**src/design/pfh_pkg.sv**
```systemverilog
// ****************************************
// shared constants
// ****************************************
package pfh_pkg;
    // frame layout
    localparam int FRAME_BITS = 16;
    localparam int CMD_BITS = 8;
    localparam int RW_BIT = 15;
    localparam int ADDR_W = 7;
    localparam int DATA_W = 8;
    localparam logic RW_READ = 1'b1;
    // register offsets
    localparam logic [6:0] REG_EN_A = 7'h01;
    localparam logic [6:0] REG_GAIN = 7'h02;
    localparam logic [6:0] REG_EN_B = 7'h03;
    localparam logic [6:0] REG_CAL = 7'h04;
    localparam logic [6:0] REG_IRQ_EN = 7'h05;
    localparam logic [6:0] REG_FAULT = 7'h09;
    localparam logic [6:0] REG_DIE_IDENTITY = 7'h0a;
    localparam logic [6:0] REG_DIE_REV = 7'h0b;
    // reset values
    localparam logic [7:0] RST_EN_A = 8'h00;
    localparam logic [7:0] RST_GAIN = 8'h32;
    localparam logic [7:0] RST_EN_B = 8'h00;
    localparam logic [7:0] RST_CAL = 8'h00;
    localparam logic [7:0] RST_IRQ_EN = 8'h01;
    // field positions
    localparam int EN_A_TX_BIT = 1;
    localparam int EN_A_RX_BIT = 2;
    localparam int CAL_TX_BIT = 0;
    localparam int CAL_RX_BIT = 1;
    localparam int CAL_TX_RDY_BIT = 6;
    localparam int CAL_RX_RDY_BIT = 7;
    localparam int IOC_EN_BIT = 6;
    localparam int OT_EN_BIT = 5;
    localparam int IOC_FLAG_BIT = 6;
    localparam int OT_FLAG_BIT = 5;
    // host wishbone map
    localparam logic [7:0] HOST_CMD_OFS = 8'h00;
    localparam logic [7:0] HOST_STAT_OFS = 8'h04;
    localparam logic [7:0] HOST_RDATA_OFS = 8'h08;
    localparam logic [7:0] HOST_CTRL_OFS = 8'h0c;
    localparam int CMD_CONV_BIT = 16;
    localparam int STAT_BUSY_BIT = 0;
    localparam int STAT_IRQ_BIT = 1;
    localparam int STAT_TXRDY_BIT = 2;
    localparam int STAT_RXRDY_BIT = 3;
    localparam int CTRL_PD_BIT = 0;
    // timing
    localparam int CLK_MHZ = 10;
    localparam int SCLK_HALF_NS = 800;
    localparam int SCLK_HALF_CYC = (SCLK_HALF_NS * CLK_MHZ) / 1000;
    // host sequencer states
    typedef enum logic [1:0] {
        ST_IDLE = 2'b00,
        ST_LOW = 2'b01,
        ST_HIGH = 2'b11,
        ST_DONE = 2'b10
    } pfh_host_state_t;
endpackage : pfh_pkg

```
**src/design/pfh_link_if.sv**
```systemverilog
`timescale 1ns/1ps
// ****************************************
// serial link and status pins
// ****************************************
interface pfh_link_if;
    logic sclk;
    logic cs_n;
    logic mosi;
    logic miso;
    logic miso_oe;
    logic conv_sel;
    logic power_down;
    logic irq_n;
    logic tx_rdy_o;
    logic tx_rdy_oe;
    logic rx_rdy_o;
    logic rx_rdy_oe;
    logic miso_line;
    logic tx_rdy_line;
    logic rx_rdy_line;

    // resolved wire levels, open drain lines pulled up
    assign miso_line = miso_oe ? miso : 1'b0;
    assign tx_rdy_line = tx_rdy_oe ? tx_rdy_o : 1'b1;
    assign rx_rdy_line = rx_rdy_oe ? rx_rdy_o : 1'b1;

    modport dev (
        input sclk, cs_n, mosi, conv_sel, power_down,
        output miso, miso_oe, irq_n, tx_rdy_o, tx_rdy_oe, rx_rdy_o, rx_rdy_oe
    );
    modport host (
        output sclk, cs_n, mosi, conv_sel, power_down,
        input miso_line, irq_n, tx_rdy_line, rx_rdy_line
    );
endinterface : pfh_link_if

```
**src/design/pfh_device.sv**
```systemverilog
`timescale 1ns/1ps
// ****************************************
// front end register bank, device end
// ****************************************
// Operation
// - select pin high picks converter registers
// - power down pin stops serial link, pulls ready lines low
// - registers keep contents through shutdown
// - overcurrent limits; enabled sets bit6, interrupt
// - fault flags stay set until cleared
// - overcurrent disabled: limit only, no flag
// - overtemperature disables stage, hysteresis resume
// - overtemperature enabled sets bit5, interrupt
// - overtemperature disabled: stage off, no flag
// - interrupt pin low; host reads flags
// - enables D6 and D5 independent
// - enables reset zero; host writes D7 zero
// - host writes bits 5-7 after power-up
// - transmit ready open drain, high when ready
// - receive ready open drain, high when ready
// - transmit and receive calibration modes selectable
// - frame: direction, address, eight data bits
// - change on falling, sample on rising
// - bit15 direction, bits 14:8 address
module pfh_device #(
    parameter logic [7:0] DIE_IDENTITY_VAL = 8'h5a,  // arbitrary value
    parameter logic [7:0] DIE_REV_VAL = 8'h0c  // arbitrary value
) (
    input wire logic clk_i,
    input wire logic rst_i,
    pfh_link_if.dev link,
    input wire logic overcurrent_i,
    input wire logic temp_trip_i,
    input wire logic temp_resume_i,
    input wire logic tx_path_ready_i,
    input wire logic rx_path_ready_i,
    output logic current_limit_o,
    output logic driver_stage_en_o,
    output logic low_power_o,
    output logic cal_tx_o,
    output logic cal_rx_o,
    output logic [7:0] block_enable_a_o,
    output logic [7:0] gain_select_o,
    output logic [7:0] block_enable_b_o,
    output logic conv_wr_o,
    output logic [6:0] conv_addr_o,
    output logic [7:0] conv_data_o
);
    // ****************************************
    // input synchronisers
    // ****************************************
    localparam int NSYNC = 10;
    logic [NSYNC-1:0] s1_r;
    logic [NSYNC-1:0] s2_r;
    logic sclk_s, cs_n_s, mosi_s, conv_s, pd_s, oc_s, trip_s, resume_s, txr_s, rxr_s;
    logic sclk_d_r;
    logic rise, fall, active;

    always_ff @(posedge clk_i)
    begin
        if (rst_i)
        begin
            s1_r <= '0;
            s2_r <= '0;
        end
        else
        begin
            s1_r <= {link.sclk, link.cs_n, link.mosi, link.conv_sel, link.power_down,
                     overcurrent_i, temp_trip_i, temp_resume_i, tx_path_ready_i,
                     rx_path_ready_i};
            s2_r <= s1_r;
        end
    end

    assign {sclk_s, cs_n_s, mosi_s, conv_s, pd_s, oc_s, trip_s, resume_s, txr_s, rxr_s} = s2_r;

    always_ff @(posedge clk_i)
    begin
        if (rst_i)
            sclk_d_r <= 1'b0;
        else
            sclk_d_r <= sclk_s;
    end

    assign rise = sclk_s & ~sclk_d_r;
    assign fall = ~sclk_s & sclk_d_r;
    assign active = ~cs_n_s & ~pd_s;

    // ****************************************
    // frame receiver
    // ****************************************
    logic [4:0] cnt_r;
    logic [6:0] sh_r;
    logic [7:0] cmd_r;
    logic [7:0] rd_sh_r;
    logic miso_r;
    logic wr_stb;
    logic [7:0] wr_data;
    logic [6:0] addr;

    localparam int ADDR_LSB = 0;
    assign addr = cmd_r[ADDR_LSB+6:ADDR_LSB];

    always_ff @(posedge clk_i)
    begin
        if (rst_i || !active)
        begin
            cnt_r <= '0;
            sh_r <= '0;
        end
        else if (rise && cnt_r < 5'(pfh_pkg::FRAME_BITS))
        begin
            sh_r <= {sh_r[5:0], mosi_s};
            cnt_r <= cnt_r + 5'd1;
        end
    end

    // command byte: direction then address
    always_ff @(posedge clk_i)
    begin
        if (rst_i)
            cmd_r <= '0;
        else if (active && rise && cnt_r == 5'(pfh_pkg::CMD_BITS - 1))
            cmd_r <= {sh_r, mosi_s};
    end

    assign wr_stb = active && rise && cnt_r == 5'(pfh_pkg::FRAME_BITS - 1)
                    && cmd_r[7] != pfh_pkg::RW_READ;
    assign wr_data = {sh_r, mosi_s};

    function automatic logic [7:0] rd_mux(input logic [6:0] a, input logic [7:0] ea,
                                          input logic [7:0] g, input logic [7:0] eb,
                                          input logic [7:0] c, input logic [7:0] ie,
                                          input logic [7:0] f);
        case (a)
            pfh_pkg::REG_EN_A: rd_mux = ea;
            pfh_pkg::REG_GAIN: rd_mux = g;
            pfh_pkg::REG_EN_B: rd_mux = eb;
            pfh_pkg::REG_CAL: rd_mux = c;
            pfh_pkg::REG_IRQ_EN: rd_mux = ie;
            pfh_pkg::REG_FAULT: rd_mux = f;
            pfh_pkg::REG_DIE_IDENTITY: rd_mux = DIE_IDENTITY_VAL;
            pfh_pkg::REG_DIE_REV: rd_mux = DIE_REV_VAL;
            default: rd_mux = 8'h00;
        endcase
    endfunction : rd_mux

    // ****************************************
    // register bank
    // ****************************************
    logic [7:0] en_a_r, gain_r, en_b_r, cal_r, irq_en_r;
    logic ioc_flag_r, ot_flag_r;
    logic reg_wr;
    logic [7:0] cal_rd, fault_rd, rd_val;

    assign reg_wr = wr_stb && !conv_s;

    // contents only change on a completed frame, so shutdown keeps them
    always_ff @(posedge clk_i)
    begin
        if (rst_i)
        begin
            en_a_r <= pfh_pkg::RST_EN_A;
            gain_r <= pfh_pkg::RST_GAIN;
            en_b_r <= pfh_pkg::RST_EN_B;
            cal_r <= pfh_pkg::RST_CAL;
            irq_en_r <= pfh_pkg::RST_IRQ_EN;
        end
        else if (reg_wr)
        begin
            case (addr)
                pfh_pkg::REG_EN_A: en_a_r <= wr_data;
                pfh_pkg::REG_GAIN: gain_r <= wr_data;
                pfh_pkg::REG_EN_B: en_b_r <= wr_data;
                pfh_pkg::REG_CAL: cal_r <= wr_data;
                pfh_pkg::REG_IRQ_EN: irq_en_r <= wr_data;
                default: ;
            endcase
        end
    end

    // ****************************************
    // fault flags
    // ****************************************
    logic fault_wr;
    assign fault_wr = reg_wr && addr == pfh_pkg::REG_FAULT;

    // set wins over the clearing write
    always_ff @(posedge clk_i)
    begin
        if (rst_i)
        begin
            ioc_flag_r <= 1'b0;
            ot_flag_r <= 1'b0;
        end
        else
        begin
            ioc_flag_r <= (oc_s & irq_en_r[pfh_pkg::IOC_EN_BIT])
                        | (ioc_flag_r & ~(fault_wr & wr_data[pfh_pkg::IOC_FLAG_BIT]));
            ot_flag_r <= (trip_s & irq_en_r[pfh_pkg::OT_EN_BIT])
                       | (ot_flag_r & ~(fault_wr & wr_data[pfh_pkg::OT_FLAG_BIT]));
        end
    end

    always_comb
    begin
        fault_rd = 8'h00;
        fault_rd[pfh_pkg::IOC_FLAG_BIT] = ioc_flag_r;
        fault_rd[pfh_pkg::OT_FLAG_BIT] = ot_flag_r;
        cal_rd = cal_r;
        cal_rd[pfh_pkg::CAL_TX_RDY_BIT] = txr_s & en_a_r[pfh_pkg::EN_A_TX_BIT];
        cal_rd[pfh_pkg::CAL_RX_RDY_BIT] = rxr_s & en_a_r[pfh_pkg::EN_A_RX_BIT];
    end

    assign rd_val = conv_s ? 8'h00
                  : rd_mux(addr, en_a_r, gain_r, en_b_r, cal_rd, irq_en_r, fault_rd);

    // ****************************************
    // read data shifter
    // ****************************************
    always_ff @(posedge clk_i)
    begin
        if (rst_i)
        begin
            rd_sh_r <= '0;
            miso_r <= 1'b0;
        end
        else if (active && fall && cmd_r[7] == pfh_pkg::RW_READ)
        begin
            if (cnt_r == 5'(pfh_pkg::CMD_BITS))
            begin
                miso_r <= rd_val[7];
                rd_sh_r <= {rd_val[6:0], 1'b0};
            end
            else if (cnt_r > 5'(pfh_pkg::CMD_BITS) && cnt_r < 5'(pfh_pkg::FRAME_BITS))
            begin
                miso_r <= rd_sh_r[7];
                rd_sh_r <= {rd_sh_r[6:0], 1'b0};
            end
        end
    end

    assign link.miso = miso_r;
    assign link.miso_oe = active && cmd_r[7] == pfh_pkg::RW_READ
                          && cnt_r >= 5'(pfh_pkg::CMD_BITS);

    // ****************************************
    // converter path writes
    // ****************************************
    always_ff @(posedge clk_i)
    begin
        if (rst_i)
        begin
            conv_wr_o <= 1'b0;
            conv_addr_o <= '0;
            conv_data_o <= '0;
        end
        else
        begin
            conv_wr_o <= wr_stb && conv_s;
            if (wr_stb && conv_s)
            begin
                conv_addr_o <= addr;
                conv_data_o <= wr_data;
            end
        end
    end

    // ****************************************
    // protection and pins
    // ****************************************
    logic stage_off_r, irq_n_r, tx_rel_r, rx_rel_r;

    always_ff @(posedge clk_i)
    begin
        if (rst_i)
            stage_off_r <= 1'b0;
        else if (trip_s)
            stage_off_r <= 1'b1;
        else if (resume_s)
            stage_off_r <= 1'b0;
    end

    always_ff @(posedge clk_i)
    begin
        if (rst_i)
        begin
            irq_n_r <= 1'b1;
            tx_rel_r <= 1'b0;
            rx_rel_r <= 1'b0;
        end
        else
        begin
            irq_n_r <= ~(ioc_flag_r | ot_flag_r);
            tx_rel_r <= cal_rd[pfh_pkg::CAL_TX_RDY_BIT] & ~pd_s;
            rx_rel_r <= cal_rd[pfh_pkg::CAL_RX_RDY_BIT] & ~pd_s;
        end
    end

    assign link.irq_n = irq_n_r;
    assign link.tx_rdy_o = 1'b0;
    assign link.tx_rdy_oe = ~tx_rel_r;
    assign link.rx_rdy_o = 1'b0;
    assign link.rx_rdy_oe = ~rx_rel_r;

    assign current_limit_o = oc_s;
    assign driver_stage_en_o = ~stage_off_r;
    assign low_power_o = pd_s;
    assign cal_tx_o = cal_r[pfh_pkg::CAL_TX_BIT];
    assign cal_rx_o = cal_r[pfh_pkg::CAL_RX_BIT];
    assign block_enable_a_o = en_a_r;
    assign gain_select_o = gain_r;
    assign block_enable_b_o = en_b_r;
endmodule : pfh_device

```
**src/flat_wrapper.sv**
```systemverilog
// flat-port wrapper written by rule: the top's interface ports become plain ports
module pfh_device_flat 
#(
    parameter logic [7:0] DIE_IDENTITY_VAL = 8'h5a,                    
    parameter logic [7:0] DIE_REV_VAL = 8'h0c                    
)
  (clk_i, rst_i, overcurrent_i, temp_trip_i, temp_resume_i, tx_path_ready_i, rx_path_ready_i, current_limit_o, driver_stage_en_o, low_power_o, cal_tx_o, cal_rx_o, block_enable_a_o, gain_select_o, block_enable_b_o, conv_wr_o, conv_addr_o, conv_data_o, link_sclk, link_cs_n, link_mosi, link_conv_sel, link_power_down, link_miso, link_miso_oe, link_irq_n, link_tx_rdy_o, link_tx_rdy_oe, link_rx_rdy_o, link_rx_rdy_oe);
  pfh_link_if link_i ();
  input wire logic clk_i;
  input wire logic rst_i;
  input wire logic overcurrent_i;
  input wire logic temp_trip_i;
  input wire logic temp_resume_i;
  input wire logic tx_path_ready_i;
  input wire logic rx_path_ready_i;
  output logic current_limit_o;
  output logic driver_stage_en_o;
  output logic low_power_o;
  output logic cal_tx_o;
  output logic cal_rx_o;
  output logic [7:0] block_enable_a_o;
  output logic [7:0] gain_select_o;
  output logic [7:0] block_enable_b_o;
  output logic conv_wr_o;
  output logic [6:0] conv_addr_o;
  output logic [7:0] conv_data_o;
  input wire logic [$bits(link_i.sclk)-1:0] link_sclk;
  input wire logic [$bits(link_i.cs_n)-1:0] link_cs_n;
  input wire logic [$bits(link_i.mosi)-1:0] link_mosi;
  input wire logic [$bits(link_i.conv_sel)-1:0] link_conv_sel;
  input wire logic [$bits(link_i.power_down)-1:0] link_power_down;
  output wire logic [$bits(link_i.miso)-1:0] link_miso;
  output wire logic [$bits(link_i.miso_oe)-1:0] link_miso_oe;
  output wire logic [$bits(link_i.irq_n)-1:0] link_irq_n;
  output wire logic [$bits(link_i.tx_rdy_o)-1:0] link_tx_rdy_o;
  output wire logic [$bits(link_i.tx_rdy_oe)-1:0] link_tx_rdy_oe;
  output wire logic [$bits(link_i.rx_rdy_o)-1:0] link_rx_rdy_o;
  output wire logic [$bits(link_i.rx_rdy_oe)-1:0] link_rx_rdy_oe;
  assign link_i.sclk = link_sclk;
  assign link_i.cs_n = link_cs_n;
  assign link_i.mosi = link_mosi;
  assign link_i.conv_sel = link_conv_sel;
  assign link_i.power_down = link_power_down;
  assign link_miso = link_i.miso;
  assign link_miso_oe = link_i.miso_oe;
  assign link_irq_n = link_i.irq_n;
  assign link_tx_rdy_o = link_i.tx_rdy_o;
  assign link_tx_rdy_oe = link_i.tx_rdy_oe;
  assign link_rx_rdy_o = link_i.rx_rdy_o;
  assign link_rx_rdy_oe = link_i.rx_rdy_oe;
  pfh_device #(.DIE_IDENTITY_VAL(DIE_IDENTITY_VAL), .DIE_REV_VAL(DIE_REV_VAL)) u_core (.clk_i(clk_i), .rst_i(rst_i), .link(link_i), .overcurrent_i(overcurrent_i), .temp_trip_i(temp_trip_i), .temp_resume_i(temp_resume_i), .tx_path_ready_i(tx_path_ready_i), .rx_path_ready_i(rx_path_ready_i), .current_limit_o(current_limit_o), .driver_stage_en_o(driver_stage_en_o), .low_power_o(low_power_o), .cal_tx_o(cal_tx_o), .cal_rx_o(cal_rx_o), .block_enable_a_o(block_enable_a_o), .gain_select_o(gain_select_o), .block_enable_b_o(block_enable_b_o), .conv_wr_o(conv_wr_o), .conv_addr_o(conv_addr_o), .conv_data_o(conv_data_o));
endmodule
```
**config.mk**
```make
export PLATFORM = sky130hd
export DESIGN_NAME = pfh_device_flat
export DESIGN_NICKNAME = d
export VERILOG_FILES = /design/src/design/pfh_pkg.sv /design/src/design/pfh_link_if.sv /design/src/design/pfh_device.sv /design/src/flat_wrapper.sv
export SDC_FILE = /design/constraint.sdc
export NUM_CORES = 1
export LEC_CHECK = 0
export BUFFER_PORTS_ARGS = -buffer_cell sky130_fd_sc_hd__buf_2
export CORE_MARGIN = 1
export CORE_UTILIZATION = 40
export CTS_BUF_LIST = sky130_fd_sc_hd__clkbuf_8
export DETAILED_ROUTE_END_ITERATION = 10
export MAX_ROUTING_LAYER = met4
export SLEW_MARGIN = 20
export SYNTH_ARGS = -nofsm -noshare
export SYNTH_HDL_FRONTEND = slang
export SYNTH_SLANG_ARGS = --single-unit
export TNS_END_PERCENT = 100
```
**constraint.sdc**
```tcl
create_clock -name clk_i -period 2.3 [get_ports clk_i]
set_clock_uncertainty 0.15 [all_clocks]
set_input_delay 0.46 -clock clk_i [delete_from_list [all_inputs] [get_ports clk_i]]
set_output_delay 0.46 -clock clk_i [all_outputs]
set_load 0.03 [all_outputs]
```
==> results.ini <==
[critical_path]
critPathMaxFanout=6
r2r-end=u_core.gain_select_o[5]
worstPathRequired_ns=2.41
worstSetupPathType=flop to flop
cp-startpoint=u_core.cnt_r[1]
ff2ff_path_depth=9
crit_path_start_kind=flop
cp-end-kind=flop
arrival_ns=2.30
reg2reg_slack_ns=0.12
timing.rr.start=u_core.cnt_r[1]

[status]
status=finished, final reports clean

[run]
cap_violations=0

[detailed_routing]
vias=3459
post_drt_wl_per_cell_um=16.6
finalWirelength_um=11300
postRouteAntennaNets=0
drt_pass1_iterations=4
drtIter0Drc=224
drc=0
vias_per_cell=5.08

[die]
die_w_um=109
core_mm2=0.0110
initial_core_util=0.414
die_area_mm2=0.0118
die_y_um=109
io_pins=64
fp-row-count=38

[timing]
tightest_slew_ns=0.613
period_share=0.949
setup_slack_ns=0.117
max_freq_ghz=0.458
setup-tns-final_ns=0
setup_viol=0
drv_slew=0
final_hold_viol_count=0
period_needed_ns=2.18
relSlewSlack=0.588

[layout]
final_nets=551
postLayoutCellArea_mm2=0.00525
utilization=0.478
diodes=0
fillCellCount=1040
area_delta_synth_final_pct=15.4
drive_gt1_frac=0.218

[place]
dp_hpwl_um=8090
placed_cell_area_mm2=0.00501
io_buffers=61
gp_routability_congestion=0.890
pre_cts_slack_ns=0.0118

[worst_hold_path]
hold_path.class=input port to flop
hold_start=link_power_down
min_to=u_core.s1_r[5]
min_delay_path_depth=2

[synth]
yosys.area_share.adder=0.00825
ys_warn_count=0
syn_inst=477
synthMuxAreaShare=0.139
ys_seq_elements=109
async_flop_share=0
yosysUniqueCellTypes=62
synthSimpleGateAreaFrac=0.219
synth_top_family_by_area=simple AND/OR/NAND/NOR gates
ys_seq_area_frac=0.480
synth_area_mm2=0.00455
synthFlopType=dfxtp_1
synth_xor_area_frac=0.00578
synth_compound_area_frac=0.0949
syn-mean-instance-area_um2=9.54
synth_enable_flop_cells=0

[global_routing]
grt_overflow=0
antenna_found_initial=0
grt_pass1_vias=3326
grt_max_degree=75
grt_pass1_wl_um=17800
grtUsageTotal=0.207

[clocking]
numCtsBuffers=9
cts_sinks=109
cts-hold-fix-buffers=0
clock_latency_ns=0.37
cts_root_buf=clkbuf_8
ctsHtreeMaxLevel=3
tritoncts=yes
cts_max_path_buffers=2
path_clk_slew_ns=0.10

[pwr]
clkPwrFrac=0.366
intPower_mw=2.46
power_switching_share=0.224
leakagePower_nw=2.15
powerDensity_mw_per_mm2=604
p_switching_uw=711
pwr-share-seq=0.604
p_comb_frac=0.029
finalPower_mw=3.17
vdd_drop_max_mv=0.317

## worst max-delay path by stage
stage / endpoint / slack [ns] / cells after the start
finish: u_core.gain_select_o[5] / 0.12 / 9
global route: u_core.block_enable_a_o[0] / -0.005 / 9
CTS: u_core.block_enable_a_o[5] / 0.02 / 9
detailed placement: u_core.block_enable_a_o[5] / 0.01 / 9
global placement: u_core.block_enable_a_o[5] / 0.10 / 9
floorplan: u_core.block_enable_a_o[2] / 0.16 / 10
## critical path: stages (launching register included)
cell      delay [ns]
dfxtp_2         0.36
ha_1            0.18
and3_1          0.16
ha_1            0.15
nand2b_1        0.11
nor4_4          0.24
nor3b_4         0.26
buf_6           0.16
nor2b_1         0.05
a211o_1         0.26
## per-stage QoR
stage                     hold WS [ns]  cells
after floorplan                  0.264    478
after detailed placement         0.270    662
final                            0.139    681
after global routing             0.135    681
after CTS                        0.134    680
after global placement           0.269    662
## sequential cells by signal, summed over array words and instances (netlist names), 5 cells and up
register,count
u_core.block_enable_a_o,8
u_core.block_enable_b_o,8
u_core.cal_r,6
u_core.cmd_r,8
u_core.cnt_r,5
u_core.conv_addr_o,7
u_core.conv_data_o,8
u_core.gain_select_o,8
u_core.irq_en_r,8
u_core.rd_sh_r,7
u_core.s1_r,10
u_core.s2_r,10
u_core.sh_r,7
## logic make-up after synthesis
kind of cell             count (synthesis)
adder cells (fa/ha/maj)                  3
multiplexers                            63
XOR/XNOR                                 3
flip-flops                             109
AO/OA/AOI/OAI                           66
other                                    1
AND/OR/NAND/NOR                        185
buffers and inverters                   47
## layer usage
layer,part of all wire,vias up,global-route usage,wire length [µm]
li1,-,1740,-,-
met1,0.48,1627,0.280,5410
met2,0.47,81,0.321,5280
met3,0.042,11,0.0251,471
met4,0.012,0,0.0637,139
met5,0,-,-,0
## cells in the final DEF (no fill, tap or decap), drive strengths merged, types with 2 or more instances in the layout
| cell | n |
|---|---|
| mux2i | 60 |
| inv | 12 |
| and3b | 2 |
| nand3 | 9 |
| and4b | 2 |
| o22ai | 3 |
| nor4 | 4 |
| conb | 2 |
| xor2 | 2 |
| nand2b | 4 |
| or3 | 2 |
| buf | 84 |
| nor3 | 8 |
| o21ai | 8 |
| a31oi | 2 |
| a211o | 6 |
| a21boi | 2 |
| ha | 3 |
| mux2 | 3 |
| and2 | 3 |
| clkinv | 2 |
| nand3b | 3 |
| dfxtp | 109 |
| nand4 | 3 |
| a211oi | 4 |
| nor2 | 74 |
| clkbuf | 10 |
| o2bb2ai | 2 |
| and3 | 5 |
| a311oi | 2 |
| nor2b | 27 |
| nand2 | 34 |
| a21oi | 27 |
## synth_stat cells, drive strengths merged (2+ instances only)
cell,count,area [µm²]
and3b,2,17.5
ha,3,37.5
a31oi,2,12.5
nand2b,4,40.0
nand2,34,128
nand3,9,62.6
a211o,6,52.6
a211oi,4,40.0
or3,2,12.5
o2bb2ai,2,17.5
buf,18,125
o22ai,3,18.8
nor3,8,56.3
inv,10,37.5
clkbuf,19,72.6
nand4,3,18.8
and4b,2,20.0
a21boi,2,15.0
nor4,4,67.6
and3,5,31.3
a21oi,27,135
nand3b,3,22.5
dfxtp,109,2180
a311oi,2,17.5
nor2b,27,169
mux2i,60,601
nor2,74,280
o21ai,8,40.0
mux2,3,33.8
and2,3,21.3
xor2,2,17.5
## cell type report
class	instances	area, µm²	area share
multi-input combinational	322	2150	0.410
tap	140	175	0.0334
sequential	109	2180	0.416
inverter	10	37.5	0.00715
clock buffer	10	138	0.0262
timing repair buffer	84	510	0.0972
clock inverter	6	55.1	0.0105
## power groups by stage
stage	registers [mW]	logic, mW	clock network [mW]
finish	1.92	0.0925	1.16
global route	1.92	0.101	1.26
CTS	1.92	0.0921	1.19
detailed placement	1.96	0.0921	0
global placement	1.96	0.0903	0
floorplan	1.96	0.0650	0
## what timing repair did
action | in CTS | in global routing
gates resized for setup | 0 | 5
endpoints found under the setup margin | 2 | 40
setup buffers | 2 | 0
endpoints found under the hold margin | 0 | 0
pin swaps | 0 | 1
cloned | 0 | 1
Power figures use the tool's default switching activity.
